==> src/design/kpi_pkg.sv <==
package kpi_pkg;

   // Register offsets on the plain register port.
   localparam logic [1:0] KPI_ADDR_STATUS = 2'h0;
   localparam logic [1:0] KPI_ADDR_PIN_EN = 2'h1;
   localparam int KPI_ADDR_W = 2;
   localparam int KPI_DATA_W = 8;
   localparam int KPI_PINS = 8;

   // Field positions in the status and control register.
   localparam int KPI_BIT_MODE = 0;
   localparam int KPI_BIT_IRQ_EN = 1;
   localparam int KPI_BIT_ACK = 2;
   localparam int KPI_BIT_FLAG = 3;
   localparam int KPI_POL_LO = 4;
   localparam int KPI_POL_HI = 7;

   // Values after reset.
   localparam logic [7:0] KPI_STATUS_RST = 8'h00;
   localparam logic [7:0] KPI_PIN_EN_RST = 8'h00;

   // Polarity bits exist only for the upper four pins.
   localparam logic [3:0] KPI_LOW_POL = 4'h0;

   typedef enum logic {
      KPI_EDGE_ONLY,
      KPI_EDGE_LEVEL
   } kpi_mode_t;

   // Marks each enabled pin that sits at its asserted level.
   function automatic logic [7:0] kpi_asserted(input logic [7:0] lvl,
                                                input logic [3:0] pol,
                                                input logic [7:0] en);
      kpi_asserted = (lvl ~^ {pol, KPI_LOW_POL}) & en;
   endfunction : kpi_asserted

endpackage : kpi_pkg

==> src/design/kpi_det_if.sv <==
`timescale 1ns/1ns
`default_nettype none

interface kpi_det_if;
   logic [7:0] pin_en;
   logic [3:0] pol;
   logic level_mode;
   logic edge_hit;
   logic level_hit;

   modport ctrl (
      output pin_en,
      output pol,
      output level_mode,
      input edge_hit,
      input level_hit
   );

   modport det (
      input pin_en,
      input pol,
      input level_mode,
      output edge_hit,
      output level_hit
   );
endinterface : kpi_det_if

`default_nettype wire

==> src/design/kpi_pin_detect.sv <==
`timescale 1ns/1ns
`default_nettype none

module kpi_pin_detect (
   // Clock and reset.
   input wire logic clk_in,
   input wire logic sys_rst_in,
   // Raw key pins.
   input wire logic [7:0] key_pin_in,
   // Configuration and results.
   kpi_det_if.det det
);

   typedef struct packed {
      logic [7:0] sync1;
      logic [7:0] sync2;
      logic [7:0] prev;
      logic armed;
   } kpi_det_st_t;

   kpi_det_st_t st_ff;
   kpi_det_st_t nxt_st;
   logic [7:0] cur_a;
   logic [7:0] prev_a;
   logic level_init;

   // Both samples are judged under the present polarity, so a polarity
   // change on a pin held low does not look like an edge; software need
   // not disable the pin to change polarity.
   assign cur_a = kpi_pkg::kpi_asserted(st_ff.sync2, det.pol, det.pin_en);
   assign prev_a = kpi_pkg::kpi_asserted(st_ff.prev, det.pol, det.pin_en);
   // An initial event needs every enabled pin deasserted beforehand.
   assign level_init = (prev_a == 8'h00) && (cur_a != 8'h00);

   always_comb
   begin
      nxt_st = st_ff;
      nxt_st.sync1 = key_pin_in;
      nxt_st.sync2 = st_ff.sync1;
      nxt_st.prev = st_ff.sync2;
      nxt_st.armed = det.level_mode && (level_init || st_ff.armed) && (cur_a != 8'h00);
   end

   // In edge-only mode, deasserted then asserted in consecutive samples is an edge.
   assign det.edge_hit = det.level_mode ? level_init : |(cur_a & ~prev_a);
   assign det.level_hit = det.level_mode && st_ff.armed && (cur_a != 8'h00);

   always_ff @(posedge clk_in)
   begin
      if (sys_rst_in)
         st_ff <= '0;
      else
         st_ff <= nxt_st;
   end
endmodule : kpi_pin_detect

`default_nettype wire

==> src/design/kpi_keypad_interrupt_unit.sv <==
// Contract
// - Upper polarity bits pick the trigger sense of pins 7 to 4.
// - Polarity one means rising edge or high level; zero means falling or low.
// - Pins 3 to 0 detect only falling edges or low levels.
// - The event flag sets when a trigger is seen on any enabled pin.
// - Writing one to acknowledge clears the event flag.
// - The acknowledge bit is write only and reads as zero.
// - In level mode an asserted enabled pin sets the flag every cycle; here only once armed by an initial event from all enabled pins at rest.
// - With interrupts enabled, the request follows the event flag.
// - With interrupts disabled no request, yet the flag still sets.
// - Mode bit zero is edge only, one is edge and level.
// - Each pin enable bit connects its pin to the detector.
// - A falling edge is a one sample followed by a zero sample.
// - A rising edge is a zero sample followed by a one sample.
// - Level mode first sets when pins assert while all others rest.
// - In stop mode enabled pins wake asynchronously by level.
// - In edge-only mode acknowledge clears the flag unless a new edge arrives in that cycle.
// - Enabled pins are forced to behave as inputs.
// - An enabled keyboard event wakes the core from wait or stop; wait wake here follows irq_out, so it also needs the interrupt enable.
`timescale 1ns/1ns
`default_nettype none

module kpi_keypad_interrupt_unit (
   // Clock and reset.
   input wire logic clk_in,
   input wire logic sys_rst_in,
   // Register port.
   input wire logic [1:0] reg_addr_in,
   input wire logic [7:0] reg_wdata_in,
   input wire logic reg_wr_in,
   input wire logic reg_rd_in,
   output logic [7:0] reg_rdata_out,
   // Key pins and port control.
   input wire logic [7:0] key_pin_in,
   output logic [7:0] pin_force_input_out,
   // Core interface.
   input wire logic wait_mode_in,
   input wire logic stop_mode_in,
   output logic irq_out,
   output logic wake_out
);

   typedef struct packed {
      logic [3:0] pol;
      logic flag;
      logic irq_en;
      kpi_pkg::kpi_mode_t mode;
      logic [7:0] pin_en;
      logic [7:0] rdata;
   } kpi_ctl_t;

   localparam kpi_ctl_t KPI_CTL_RST = '{
      pol: kpi_pkg::KPI_STATUS_RST[kpi_pkg::KPI_POL_HI:kpi_pkg::KPI_POL_LO],
      flag: kpi_pkg::KPI_STATUS_RST[kpi_pkg::KPI_BIT_FLAG],
      irq_en: kpi_pkg::KPI_STATUS_RST[kpi_pkg::KPI_BIT_IRQ_EN],
      mode: kpi_pkg::KPI_EDGE_ONLY,
      pin_en: kpi_pkg::KPI_PIN_EN_RST,
      rdata: 8'h00
   };

   kpi_det_if det_bus ();

   kpi_ctl_t st_ff;
   kpi_ctl_t nxt_st;
   logic wr_status;
   logic wr_pin_en;
   logic ack_write;
   logic flag_set;
   logic [7:0] status_view;
   logic [7:0] raw_asserted;

   // Address decode shared by the write and read paths.
   function automatic logic reg_hit(input logic [1:0] addr,
                                    input logic [1:0] target);
      reg_hit = (addr == target);
   endfunction : reg_hit

   assign wr_status = reg_wr_in && reg_hit(reg_addr_in, kpi_pkg::KPI_ADDR_STATUS);
   assign wr_pin_en = reg_wr_in && reg_hit(reg_addr_in, kpi_pkg::KPI_ADDR_PIN_EN);
   assign ack_write = wr_status && reg_wdata_in[kpi_pkg::KPI_BIT_ACK];

   // Configuration handed to the pin detector.
   assign det_bus.pin_en = st_ff.pin_en;
   assign det_bus.pol = st_ff.pol;
   assign det_bus.level_mode = (st_ff.mode == kpi_pkg::KPI_EDGE_LEVEL);

   kpi_pin_detect u_detect (
      .clk_in(clk_in),
      .sys_rst_in(sys_rst_in),
      .key_pin_in(key_pin_in),
      .det(det_bus.det)
   );

   // Any detected event, or a held level in level mode, raises the flag.
   assign flag_set = det_bus.edge_hit || det_bus.level_hit;

   // The acknowledge bit always reads as zero.
   assign status_view = {
      st_ff.pol,
      st_ff.flag,
      1'b0,
      st_ff.irq_en,
      st_ff.mode
   };

   always_comb
   begin
      nxt_st = st_ff;
      if (wr_status)
      begin
         nxt_st.pol = reg_wdata_in[kpi_pkg::KPI_POL_HI:kpi_pkg::KPI_POL_LO];
         nxt_st.irq_en = reg_wdata_in[kpi_pkg::KPI_BIT_IRQ_EN];
         nxt_st.mode = kpi_pkg::kpi_mode_t'(reg_wdata_in[kpi_pkg::KPI_BIT_MODE]);
      end
      if (wr_pin_en)
      begin
         nxt_st.pin_en = reg_wdata_in;
      end
      // A new event in the acknowledge cycle wins over the clear, which also
      // keeps the flag stuck while a level is held in level mode.
      nxt_st.flag = (st_ff.flag && !ack_write) || flag_set;
      // Read data stand for one cycle only and are zero otherwise.
      nxt_st.rdata = 8'h00;
      if (reg_rd_in)
      begin
         if (reg_hit(reg_addr_in, kpi_pkg::KPI_ADDR_STATUS))
         begin
            nxt_st.rdata = status_view;
         end
         else if (reg_hit(reg_addr_in, kpi_pkg::KPI_ADDR_PIN_EN))
         begin
            nxt_st.rdata = st_ff.pin_en;
         end
      end
   end

   always_ff @(posedge clk_in)
   begin
      if (sys_rst_in)
         st_ff <= KPI_CTL_RST;
      else
         st_ff <= nxt_st;
   end

   assign reg_rdata_out = st_ff.rdata;

   // Enabled pins override the port direction so they are never driven.
   assign pin_force_input_out = st_ff.pin_en;

   // The request is gated by the enable; polling works either way.
   assign irq_out = st_ff.flag && st_ff.irq_en;

   // With clocks halted the synchronisers cannot run, so stop mode looks at
   // the raw pins directly; this path is level sensitive and glitch prone by
   // nature and must only be used while the core is stopped.
   assign raw_asserted = kpi_pkg::kpi_asserted(key_pin_in, st_ff.pol, st_ff.pin_en);

   // Wait mode wakes on the interrupt request, stop mode on a raw level.
   assign wake_out = (wait_mode_in && irq_out)
      || (stop_mode_in && (raw_asserted != 8'h00));
endmodule : kpi_keypad_interrupt_unit

`default_nettype wire

==> config.mk <==
export PLATFORM = sky130hd
export DESIGN_NAME = kpi_keypad_interrupt_unit
export DESIGN_NICKNAME = d
export VERILOG_FILES = /design/src/design/kpi_pkg.sv /design/src/design/kpi_det_if.sv /design/src/design/kpi_pin_detect.sv /design/src/design/kpi_keypad_interrupt_unit.sv
export SDC_FILE = /design/constraint.sdc
export NUM_CORES = 1
export LEC_CHECK = 0
export BUFFER_PORTS_ARGS = -buffer_cell sky130_fd_sc_hd__buf_2
export CAP_MARGIN = 20
export CORE_ASPECT_RATIO = 1.25
export CORE_MARGIN = 3
export CORE_UTILIZATION = 40
export CTS_CLUSTER_SIZE = 16
export DETAILED_ROUTE_END_ITERATION = 8
export PLACE_DENSITY_LB_ADDON = 0.1
export SLEW_MARGIN = 0
export SYNTH_ARGS = -nofsm -noshare
export SYNTH_HDL_FRONTEND = slang
export SYNTH_HIERARCHICAL = 1
export SYNTH_SLANG_ARGS = --single-unit
==> constraint.sdc <==
create_clock -name clk_in -period 1.4 [get_ports clk_in]
set_input_delay 0.14 -clock clk_in [delete_from_list [all_inputs] [get_ports clk_in]]
set_output_delay 0.14 -clock clk_in [all_outputs]
set_load 0.02 [all_outputs]
## After elaboration in Yosys (flattened, before gate mapping)

Cells that the tools add are included.
W data, S select, Z words.

- Input port bits: 24
- Register bits after elaboration: 48

- Mux-type cells: 3
- Bitwise operators: 10
- Reductions and logical operators: 24
- Equal/unequal tests: 1

Operators by type and width:

| operator | count |
|---|---|
| $and A8 B8 Y8 | 4 |
| $xnor A8 B8 Y8 | 3 |
| $mux W8 | 2 |
| $reduce_bool A8 Y1 | 2 |
| $logic_and A1 B1 Y1 | 12 |
| $logic_not A8 Y1 | 1 |
| $not A8 Y8 | 1 |
| $reduce_or A8 Y1 | 1 |
| $logic_or A1 B1 Y1 | 4 |
| $reduce_or A4 Y1 | 1 |
| $eq A2 B1 Y1 const B | 1 |
| $logic_not A2 Y1 | 1 |
| $not A1 Y1 | 2 |
| $reduce_or A2 Y1 | 1 |
| $logic_not A1 Y1 | 1 |
| $mux W1 | 1 |

## Longest topological paths before layout

Gate-level depths: netlist of the first run.

- Word-level depth: 8
- Gate-level depth with buffers: 7
- Depth with buffers taken out: 7

## By module

The synthesis of the first run kept the hierarchy.

By module, submodules not included:

| module | instances | cells each | sequential area each (sq um) | area an instance (sq um) |
|---|---|---|---|---|
| kpi_keypad_interrupt_unit | 1 | 110 | 460.4 | 1051.0 |
| kpi_pin_detect | 1 | 101 | 500.5 | 979.7 |

## Worst setup path before layout of the first run

Ideal clock, no wire load.

- Path kind: reg-to-reg
- Start point: reg st_ff, in the netlist det_bus.pol[3]
- End point: reg st_ff[18] (netlist bit)
- Clock period less this slack: 1479 ps
- Required time: 1278 ps
- Stages on the path, launching flop included: 8
- Arrival: 1356 ps
- Slack: -79 ps
- Path through: dfxtp_1 xnor2_1 a222oi_1 nand3_1 nand2_1 o21ai_0 a211oi_1 nor2_1

- Longest elaborated chain between the ends: 8
- Elaborated cells on any way between the ends: 14
- Those cells by class: 1 x mux; 6 x bitwise; 7 x reduce/logical

Ends and longest elaborated chain:

| what | line | RTL |
|---|---|---|
| start: declaration | kpi_keypad_interrupt_unit.sv:63 | `kpi_ctl_t st_ff;` |
| start signal: assignment | kpi_keypad_interrupt_unit.sv:142 | `st_ff <= nxt_st;` |
| $xnor A8 B8 Y8 | kpi_pkg.sv:34 | `kpi_asserted = (lvl ~^ {pol, KPI_LOW_POL}) & en;` |
| $and A8 B8 Y8 | kpi_pkg.sv:34 |  |
| $not A8 Y8 | kpi_pin_detect.sv:45 | `assign det.edge_hit = det.level_mode ? level_init : \|(cur_a & ~prev_a);` |
| $and A8 B8 Y8 | kpi_pin_detect.sv:45 |  |
| $reduce_or A8 Y1 | kpi_pin_detect.sv:45 |  |
| $mux W1 * | kpi_pin_detect.sv:45 |  |
| named net det_bus.edge_hit | kpi_det_if.sv:8 | `logic edge_hit;` |
| $logic_or A1 B1 Y1 * | kpi_keypad_interrupt_unit.sv:95 | `assign flag_set = det_bus.edge_hit \|\| det_bus.level_hit;` |
| $logic_or A1 B1 Y1 * | kpi_keypad_interrupt_unit.sv:121 | `nxt_st.flag = (st_ff.flag && !ack_write) \|\| flag_set;` |

Mark *: on every way through the listed nets, which the timed path passes. The rest lies on a longest branch.
A chain may end at the register's enable or synchronous reset.

## Worst setup path in the final report of the first run

- Start point: reg st_ff, in the netlist det_bus.pol[0]
- End point: out wake_out

- Longest elaborated chain between the ends: 5

Ends and longest elaborated chain:

| what | line | RTL |
|---|---|---|
| $xnor A8 B8 Y8 | kpi_pkg.sv:34 |  |
| $and A8 B8 Y8 | kpi_pkg.sv:34 |  |
| $reduce_bool A8 Y1 | kpi_keypad_interrupt_unit.sv:160 | `\|\| (stop_mode_in && (raw_asserted != 8'h00));` |
| $logic_and A1 B1 Y1 | kpi_keypad_interrupt_unit.sv:160 |  |
| $logic_or A1 B1 Y1 | kpi_keypad_interrupt_unit.sv:160 |  |
| end: declaration | kpi_keypad_interrupt_unit.sv:40 | `output logic wake_out` |

Every way passes these cells.

==> results of run 1 <==
## worst min-delay path by stage
stage             startpoint             endpoint  slack (ns)  cells after the start
4_1_cts        key_pin_in[1]  u_detect/nxt_st[10]        0.05                      2
3_5_place_dp   key_pin_in[1]  u_detect/nxt_st[10]        0.37                      2
5_1_grt        key_pin_in[0]   u_detect/nxt_st[9]        0.06                      2
2_1_floorplan     sys_rst_in  u_detect/nxt_st[16]        0.21                      1
3_3_place_gp   key_pin_in[1]  u_detect/nxt_st[10]        0.37                      2
6_report       key_pin_in[1]  u_detect/nxt_st[10]        0.06                      2
## synth_stat cells (4+ instances only)
cell and n:
dfxtp_1 48, nor2b_1 28, nand3b_1 5, a222oi_1 4
nand2b_1 4, buf_4 17, nor2_1 25, o22ai_1 5
clkbuf_1 4, nand2_1 11, xnor2_1 12, mux2i_1 21
inv_1 9
## worst max-delay path: stages (launching register included)
cell and delay (ns):
dfxtp_2 0.33, xnor2_1 0.12, a222oi_1 0.32, buf_4 0.17, nand4_1 0.09, a22o_1 0.19
buf_2 0.15
## logic make-up (layout without fill, tap and decap cells)
group,after synthesis,count (layout)
DFF,48,48
xor gates and xnor gates,12,12
AOI/OAI and AO/OA,18,18
and+or+nand+nor,80,80
muxes,21,21
buffers and inverters,32,88
## per-stage QoR
stage                     TNS (ns)  utilization
after detailed placement   -0.2595       0.4922
after CTS                  -0.5420       0.5150
after global routing       -0.6637       0.5212
after global placement     -0.1988       0.4922
final                      -0.4710       0.5212
after floorplan                  0            -
## state kept, by name, indices dropped and copies added (netlist names)
| register | flops |
|---|---|
| det_bus.pol | 4 |
| u_detect/nxt_st | 16 |
| det_bus.level_mode | 1 |
| u_detect/st_ff | 9 |
| pin_force_input_out | 8 |
| st_ff | 2 |
| reg_rdata_out | 8 |
## routing by layer
layer | up-vias | wire (um) | GRT usage
met4 | 0 | 25 | 0.05749
met2 | 38 | 1915 | 0.2196
li1 | 791 | - | -
met5 | - | 0 | 0
met1 | 661 | 2009 | 0.1908
met3 | 2 | 214 | 0.03751
## power by group through the flow
stage | logic, uW | registers [uW] | clock network, uW
2_1_floorplan | 171 | 1470 | 0
3_3_place_gp | 287 | 1470 | 0
3_5_place_dp | 288 | 1470 | 0
4_1_cts | 290 | 1440 | 1010
5_1_grt | 322 | 1440 | 1070
6_report | 293 | 1440 | 978
## layout make-up
cell class | count | area [sq um] | share of cell area
Clock buffer | 6 | 72.57 | 0.02880
Clock inverter | 2 | 35.03 | 0.01390
Inverter | 9 | 33.78 | 0.01341
Timing Repair Buffer | 71 | 437.9 | 0.1738
Sequential cell | 48 | 965.9 | 0.3833
Multi-Input combinational cell | 131 | 899.6 | 0.3570
Tap cell | 60 | 75.07 | 0.02979
## repair_timing
| item | CTS | global route |
|---|---|---|
| buffers inserted | 0 | 0 |
| cloned | 0 | 0 |
| pin swaps | 3 | 5 |
| endpoints found under the setup margin | 2 | 3 |
| gates resized for setup | 3 | 6 |
| endpoints found under the hold margin | 0 | 0 |
==> results.cfg, run 1 <==
[grt]
grt_pass1_wl_um = 6706
gr-total-overflow = 0
antenna_found_initial = 0
grt_pass1_vias = 1394
track_usage = 0.1425
grt_max_degree = 20

[cts]
cts-root-buf = clkbuf_8
cts_tree = yes
cts_buffers = 5
path_clk_slew_ns = 0.09
clock_path_buffers = 2
cts_hold_buffers = 0
cts.sinks = 48
cts.htree.levels = 2
insertion_delay_ns = 0.30

[final_layout]
syn2layout_area_growth_pct = 24.09
final_net_count = 290
fillers = 470
layout_commonest_cell = dfxtp_1
layout.cells.non_filler = 327
drive_gt1_frac = 0.3296
design_area_sq_um = 2520
mostFrequentLayoutCells = 44 x dfxtp_1, 41 x buf_2, 28 x buf_4, 28 x nor2b_1, 25 x nor2_1
diodes = 0

[routing]
drc_errors = 0
vias = 1492
firstDrtPassIters = 4
wl_per_cell_um = 12.74
routed_wl_um = 4166
drtIter0Drc = 48
ant_nets = 0
viasPerCell = 4.563

[floorplan]
fp.dieW_um = 69.73
fp.dieH_um = 85.66
ios = 42
start_util = 0.4200
core.rowCount = 28
core_sq_um = 4835
design.die.area_sq_um = 5973

[yosys]
ys_seq_area_frac = 0.4732
postSynthAreaPerCell_sq_um = 9.624
synth_top_area_share = 0.4732
synth_fa_ha_area_frac = 0
synth_edf_count = 0
synth-xor-area-share = 0.05176
yosys.area_share.simple = 0.2070
synth_top_family_by_area = simple AND/OR/NAND/NOR gates
syn_area_sq_um = 2031
synthTopCellsByArea = dfxtp_1 47%, mux2i_1 10%, nor2b_1 8.6%, buf_4 6.3%, xnor2_1 5.2%
yosysUniqueCellTypes = 28
yosys_warnings = 6
synth-seq-cells = 48
ys.flop_type = dfxtp_1
syn_inst = 211
syn_nets = 235
synth_compound_area_frac = 0.06962
yosysTopAreaCell = dfxtp_1
ys_async_sr_fraction = 0
synth_mux_area_frac = 0.1035

[worst_setup_path]
path_class = flop to primary output
r2r-end = st_ff[18]
critPathLaunch = det_bus.pol[0]
cp.required_ns = 1.26
crit_fanout = 2
cp_data_arrival_time_ns = 1.67
r2r_slack_ns = -0.06
endpoint_kind = primary output
startpoint_type = flop
endpoint = wake_out
r2r_start = det_bus.pol[0]
r2r_cells = 8

[min_path]
hp-class = input port to flop

[pwr]
pwr-share-seq = 0.531
p_sw_frac = 0.2276
clkPwrFrac = 0.361
p_per_area_nw_per_um2 = 1075
switching_power_uw = 616.5
leakage_uw = 0.001138
vdd_drop_max_v = 0.0005687
totalPowerFinal_uw = 2709
p_int_uw = 2092
combPwrFrac = 0.108

[timing]
grt_setup_unrepaired = true
slew_headroom = 0.7730
slew_violations = 0
worstMarginPinSlew_ns = 0.3405
finalCritPeriodShare = 1.292
finalClockSkew_ns = 0.009920
fmax_ghz = 0.5530
worst_hold_slack_ns = 0.06396
timing.final.ws_setup_ns = -0.4083
period_needed_ns = 1.808
setup_viol = 2
finalHoldViolCount = 0

[status]
failed_checks = negative setup slack
status = finished, violations left

[run]
drv_cap = 0

[placement]
portBuffers = 41
dpl.cell_count = 319
pre_cts_slack_ns = -0.1383
dpl-instance-area_sq_um = 2380
gp_congestion = 0.7915
hpwl_um = 3172
Note: power is estimated with default switching activity, not from simulation.
==> run 2, diff against run 1 <==
--- a/config.mk
+++ b/config.mk
@@ -9,7 +9,7 @@
 export CAP_MARGIN = 20
 export CORE_ASPECT_RATIO = 1.25
 export CORE_MARGIN = 3
-export CORE_UTILIZATION = 40
+export CORE_UTILIZATION = 36
 export CTS_CLUSTER_SIZE = 16
 export DETAILED_ROUTE_END_ITERATION = 8
 export PLACE_DENSITY_LB_ADDON = 0.1
==> results.cfg, run 2 (synthesis results as in run 1) <==
[routing]
routed_wl_um = 4203
drc_errors = 0
ant_nets = 0
drtIter0Drc = 62
wl_per_cell_um = 12.74
vias = 1512
viasPerCell = 4.582
firstDrtPassIters = 4

[worst_setup_path]
cp_data_arrival_time_ns = 1.65
crit_fanout = 2
slowest_delay_ns = 0.38
crit_chain = xnor2_1, a222oi_1, nand4_1, a22o_1, buf_2
r2r_start = det_bus.pol[2]
r2r_cells = 8
critPathSlowestCell = a222oi_1
startpoint_type = flop
endpoint_kind = primary output
r2r_slack_ns = -0.16
r2r-end = st_ff[18]
cp.required_ns = 1.26
path_class = flop to primary output

[timing]
period_needed_ns = 1.793
worstMarginPinSlew_ns = 0.3821
slew_violations = 0
fmax_ghz = 0.5577
fin_setup_tns_ns = -0.5902
finalCritPeriodShare = 1.281
grt_setup_unrepaired = true
slew_headroom = 0.7453
setup_viol = 3
finalHoldViolCount = 0
finalClockSkew_ns = 0.01222
timing.final.ws_setup_ns = -0.3930

[floorplan]
design.die.area_sq_um = 6584
start_util = 0.3860
fp.dieW_um = 73.18
fp.dieH_um = 89.97
ios = 42
core.rowCount = 29
core_sq_um = 5261

[pwr]
leakage_uw = 0.001153
vdd_drop_max_v = 0.0005830
p_per_area_nw_per_um2 = 1103

[final_layout]
largest_reg_flops = 16
layout_commonest_cell = dfxtp_1
seq_area_sq_um = 968.4
drive_gt1_frac = 0.3321
diodes = 0
layout.cells.non_filler = 330
multi_input_area_sq_um = 892.1
syn2layout_area_growth_pct = 25.26
final_net_count = 291
mostFrequentLayoutCells = 44 x dfxtp_1, 41 x buf_2, 29 x buf_4
fillers = 515
design_area_sq_um = 2544

[placement]
dpl-instance-area_sq_um = 2360
hpwl_um = 3213
portBuffers = 41
dpl.cell_count = 318
gp_congestion = 0.8370

[min_path]
worstHoldStart = key_pin_in[1]
hp-class = input port to flop
holdPathEnd = u_detect/nxt_st[10]
holdPathStages = 2

[status]
status = finished, violations left
failed_checks = negative setup slack

[cts]
cts.htree.levels = 2
cts.sinks = 48
cts-root-buf = clkbuf_8
path_clk_slew_ns = 0.09
cts_buffers = 5
clock_path_buffers = 2
cts_tree = yes
insertion_delay_ns = 0.30

[run]
drv_cap = 0

[grt]
grt_max_degree = 17
track_usage = 0.1348
grt_pass1_wl_um = 6851
grt_pass1_vias = 1459
gr-total-overflow = 0
antenna_found_initial = 0
-- run 2: cell types whose count changed in the layout (fill, tap and decap cells not counted) --
| cell | previous run | this run |
|---|---|---|
| dfxtp_2 | 4 | 3 |
| clkbuf_1 | 1 | 0 |
| clkbuf_8 | 5 | 7 |
| clkinv_2 | 1 | 0 |
| xnor2_2 | 2 | 1 |
| xnor2_1 | 10 | 11 |
| buf_4 | 28 | 29 |
| dfxtp_4 | 0 | 1 |
-- run 2: timing repair --
action | CTS | global route
hold buffers | 0 | 0
endpoints found under the setup margin | 2 | 3
pin swaps | 6 | 5
setup buffers | 3 | 1
resized for setup | 6 | 3
-- run 2: worst max-delay path by stage --
stage                         from        end  slack, ns  cells after the start
finish              det_bus.pol[0]   wake_out      -0.39                      5
global route        det_bus.pol[0]   wake_out      -0.48                      5
CTS                 det_bus.pol[0]   wake_out      -0.45                      5
detailed placement  det_bus.pol[1]   wake_out      -0.17                      5
global placement    det_bus.pol[1]   wake_out      -0.14                      5
floorplan           det_bus.pol[3]  st_ff[18]       0.02                      7
-- run 2: final cells by class --
class                   count  share of cell area
repair buffers             72              0.1751
flip-flops and latches     48              0.3807
multi-input cells         131              0.3507
well taps                  62             0.03050
inverters                   9             0.01328
clock buffers               7             0.03788
clock inverters             1             0.01181
-- run 2: critical path: cells and delay by family (launching register included) --
kind | cells | cell delay (ns)
DFF | 1 | 0.34
buffers and inverters | 1 | 0.15
AOI/OAI and AO/OA | 2 | 0.58
xor gates and xnor gates | 1 | 0.12
and+or+nand+nor | 1 | 0.18
-- run 2: metal layers --
metal / share of wire / track usage / up-vias / wire length [um]
li1: - / - / 795 / -
met5: 0 / 0 / - / 0
met3: 0.051 / 0.03013 / 7 / 216
met4: 0.018 / 0.06000 / 0 / 76
met2: 0.44 / 0.2090 / 40 / 1866
met1: 0.49 / 0.1755 / 670 / 2043
-- run 2: power breakdown --
part	leakage, uW	internal [uW]	switching [uW]
Combinational	0.000695	151	141
Sequential	0.000394	1410	28.2
Clock	0.0000645	630	447
-- run 2: per-stage QoR --
| stage | hold WS [ns] | utilization | total power (uW) | setup WS [ns] |
|---|---|---|---|---|
| 2_1_floorplan | 0.2116 | - | 1641 | 0.01974 |
| 3_3_place_gp | 0.3669 | 0.4485 | 1753 | -0.1434 |
| 3_5_place_dp | 0.3737 | 0.4485 | 1754 | -0.1677 |
| 4_1_cts | 0.05150 | 0.4790 | 2851 | -0.4470 |
| 5_1_grt | 0.06027 | 0.4835 | 2929 | -0.4833 |
| 6_report | 0.06337 | 0.4835 | 2806 | -0.3930 |
==> run 3, diff against run 2 <==
--- a/config.mk
+++ b/config.mk
@@ -7,7 +7,7 @@
 export LEC_CHECK = 0
 export BUFFER_PORTS_ARGS = -buffer_cell sky130_fd_sc_hd__buf_2
 export CAP_MARGIN = 20
-export CORE_ASPECT_RATIO = 1.25
+export CORE_ASPECT_RATIO = 1.4
 export CORE_MARGIN = 3
 export CORE_UTILIZATION = 36
 export CTS_CLUSTER_SIZE = 16
==> results.cfg, run 3 (synthesis results as in run 1) <==
[floorplan]
core.rowCount = 31
start_util = 0.3822
core_sq_um = 5314
fp.dieH_um = 94.87
design.die.area_sq_um = 6591
fp.dieW_um = 69.48
ios = 42

[worst_setup_path]
cp.required_ns = 1.26
startpoint_type = flop
critPathTopFamily = compound AO/OA/AOI/OAI gates
r2r-end = st_ff[18]
crit_fanout = 2
endpoint_kind = primary output
r2r_cells = 8
r2r_start = det_bus.pol[2]
cp_data_arrival_time_ns = 1.66
crit_chain = xnor2_1, a222oi_1, buf_4, nand4_1, a22o_1, buf_2
slowest_delay_ns = 0.33
path_buf_inv = 2
path_class = flop to primary output
critPathSlowestCell = dfxtp_2
r2r_slack_ns = -0.18

[placement]
portBuffers = 41
hpwl_um = 3331
pre_cts_slack_ns = -0.1449
dpl-instance-area_sq_um = 2387
gp_congestion = 0.7964

[final_layout]
largest_reg_flops = 16
drive_gt1_frac = 0.3284
fillers = 535
diodes = 0
final_net_count = 291
syn2layout_area_growth_pct = 24.77
design_area_sq_um = 2534
mostFrequentLayoutCells = 44 x dfxtp_1, 41 x buf_2, 28 x buf_4, 28 x nor2b_1, 25 x nor2_1
layout_commonest_cell = dfxtp_1

[routing]
drc_errors = 0
firstDrtPassIters = 4
wl_per_cell_um = 12.90
vias = 1556
viasPerCell = 4.659
routed_wl_um = 4310
drtIter0Drc = 62
ant_nets = 0

[cts]
insertion_delay_ns = 0.30
cts.sinks = 48
clock_path_buffers = 2
cts.htree.levels = 2
cts_tree = yes
cts-root-buf = clkbuf_8
cts_buffers = 5
path_clk_slew_ns = 0.09

[status]
status = finished, violations left
failed_checks = negative setup slack

[timing]
fin_setup_tns_ns = -0.6241
slew_headroom = 0.7709
period_needed_ns = 1.796
worst_hold_slack_ns = 0.06893
fmax_ghz = 0.5566
finalHoldViolCount = 0
timing.final.ws_setup_ns = -0.3965
worstMarginPinSlew_ns = 0.3437
finalClockSkew_ns = 0.01079
setup_viol = 3
slew_violations = 0
grt_setup_unrepaired = true
finalCritPeriodShare = 1.283

[grt]
grt_max_degree = 18
grt_pass1_vias = 1543
antenna_found_initial = 0
track_usage = 0.1377
gr-total-overflow = 0
grt_pass1_wl_um = 7272

[min_path]
holdPathEnd = u_detect/nxt_st[9]
holdPathStages = 2
worstHoldStart = key_pin_in[0]
hp-class = input port to flop

[run]
drv_cap = 0

[pwr]
switching_power_uw = 611.7
combPwrFrac = 0.110
vdd_drop_max_v = 0.0006612
totalPowerFinal_uw = 2702
clkPwrFrac = 0.359
p_int_uw = 2091
leakage_uw = 0.001144
pwr-share-seq = 0.531
p_per_area_nw_per_um2 = 1067
p_sw_frac = 0.2264
## run 3: cell count changes in the layout (fill, tap and decap cells not counted)
cell and delta:
clkbuf_8 -2, buf_6 +1, clkinv_2 +1, clkbuf_1 +1, buf_4 -1
## run 3: repair_timing
item	4_1_cts	5_1_grt
endpoints found under the setup margin	2	3
setup buffers	0	2
pin swaps	5	4
hold buffers	0	0
resized for setup	5	5
## run 3: power groups by stage
stage	Sequential, uW	Clock, uW	Combinational [uW]
2_1_floorplan	1470	0	171
3_3_place_gp	1470	0	290
5_1_grt	1440	1050	330
4_1_cts	1440	1010	296
6_report	1440	970	297
3_5_place_dp	1470	0	292
## run 3: worst max path at each step
stage                   start   endpoint  slack, ns  cells past startpoint
2_1_floorplan  det_bus.pol[3]  st_ff[18]       0.02                      7
3_3_place_gp   det_bus.pol[0]   wake_out      -0.12                      6
3_5_place_dp   det_bus.pol[1]  st_ff[18]      -0.14                      8
4_1_cts        det_bus.pol[0]   wake_out      -0.45                      6
5_1_grt        det_bus.pol[0]   wake_out      -0.49                      6
6_report       det_bus.pol[0]   wake_out      -0.40                      6
## run 3: layout make-up
class	instances	area [sq um]	area share
Sequential cell	48	968.4	0.3822
Multi-Input combinational cell	131	892.1	0.3521
Timing Repair Buffer	72	449.2	0.1773
Tap cell	66	82.58	0.03259
Clock buffer	6	72.57	0.02864
Clock inverter	2	35.03	0.01383
Inverter	9	33.78	0.01333
## run 3: routing by layer
layer	part of all wire	vias to the layer above	global-route usage
met2	0.48	37	0.2325
met4	0.011	0	0.04397
met3	0.040	5	0.02769
met5	0	-	0
li1	-	798	-
met1	0.47	716	0.1764
## run 3: stage by stage
step                utilization  std cells
detailed placement       0.4493        325
global route             0.4768        334
finish                   0.4768        334
global placement         0.4493        325
floorplan                     -        211
CTS                      0.4712        333
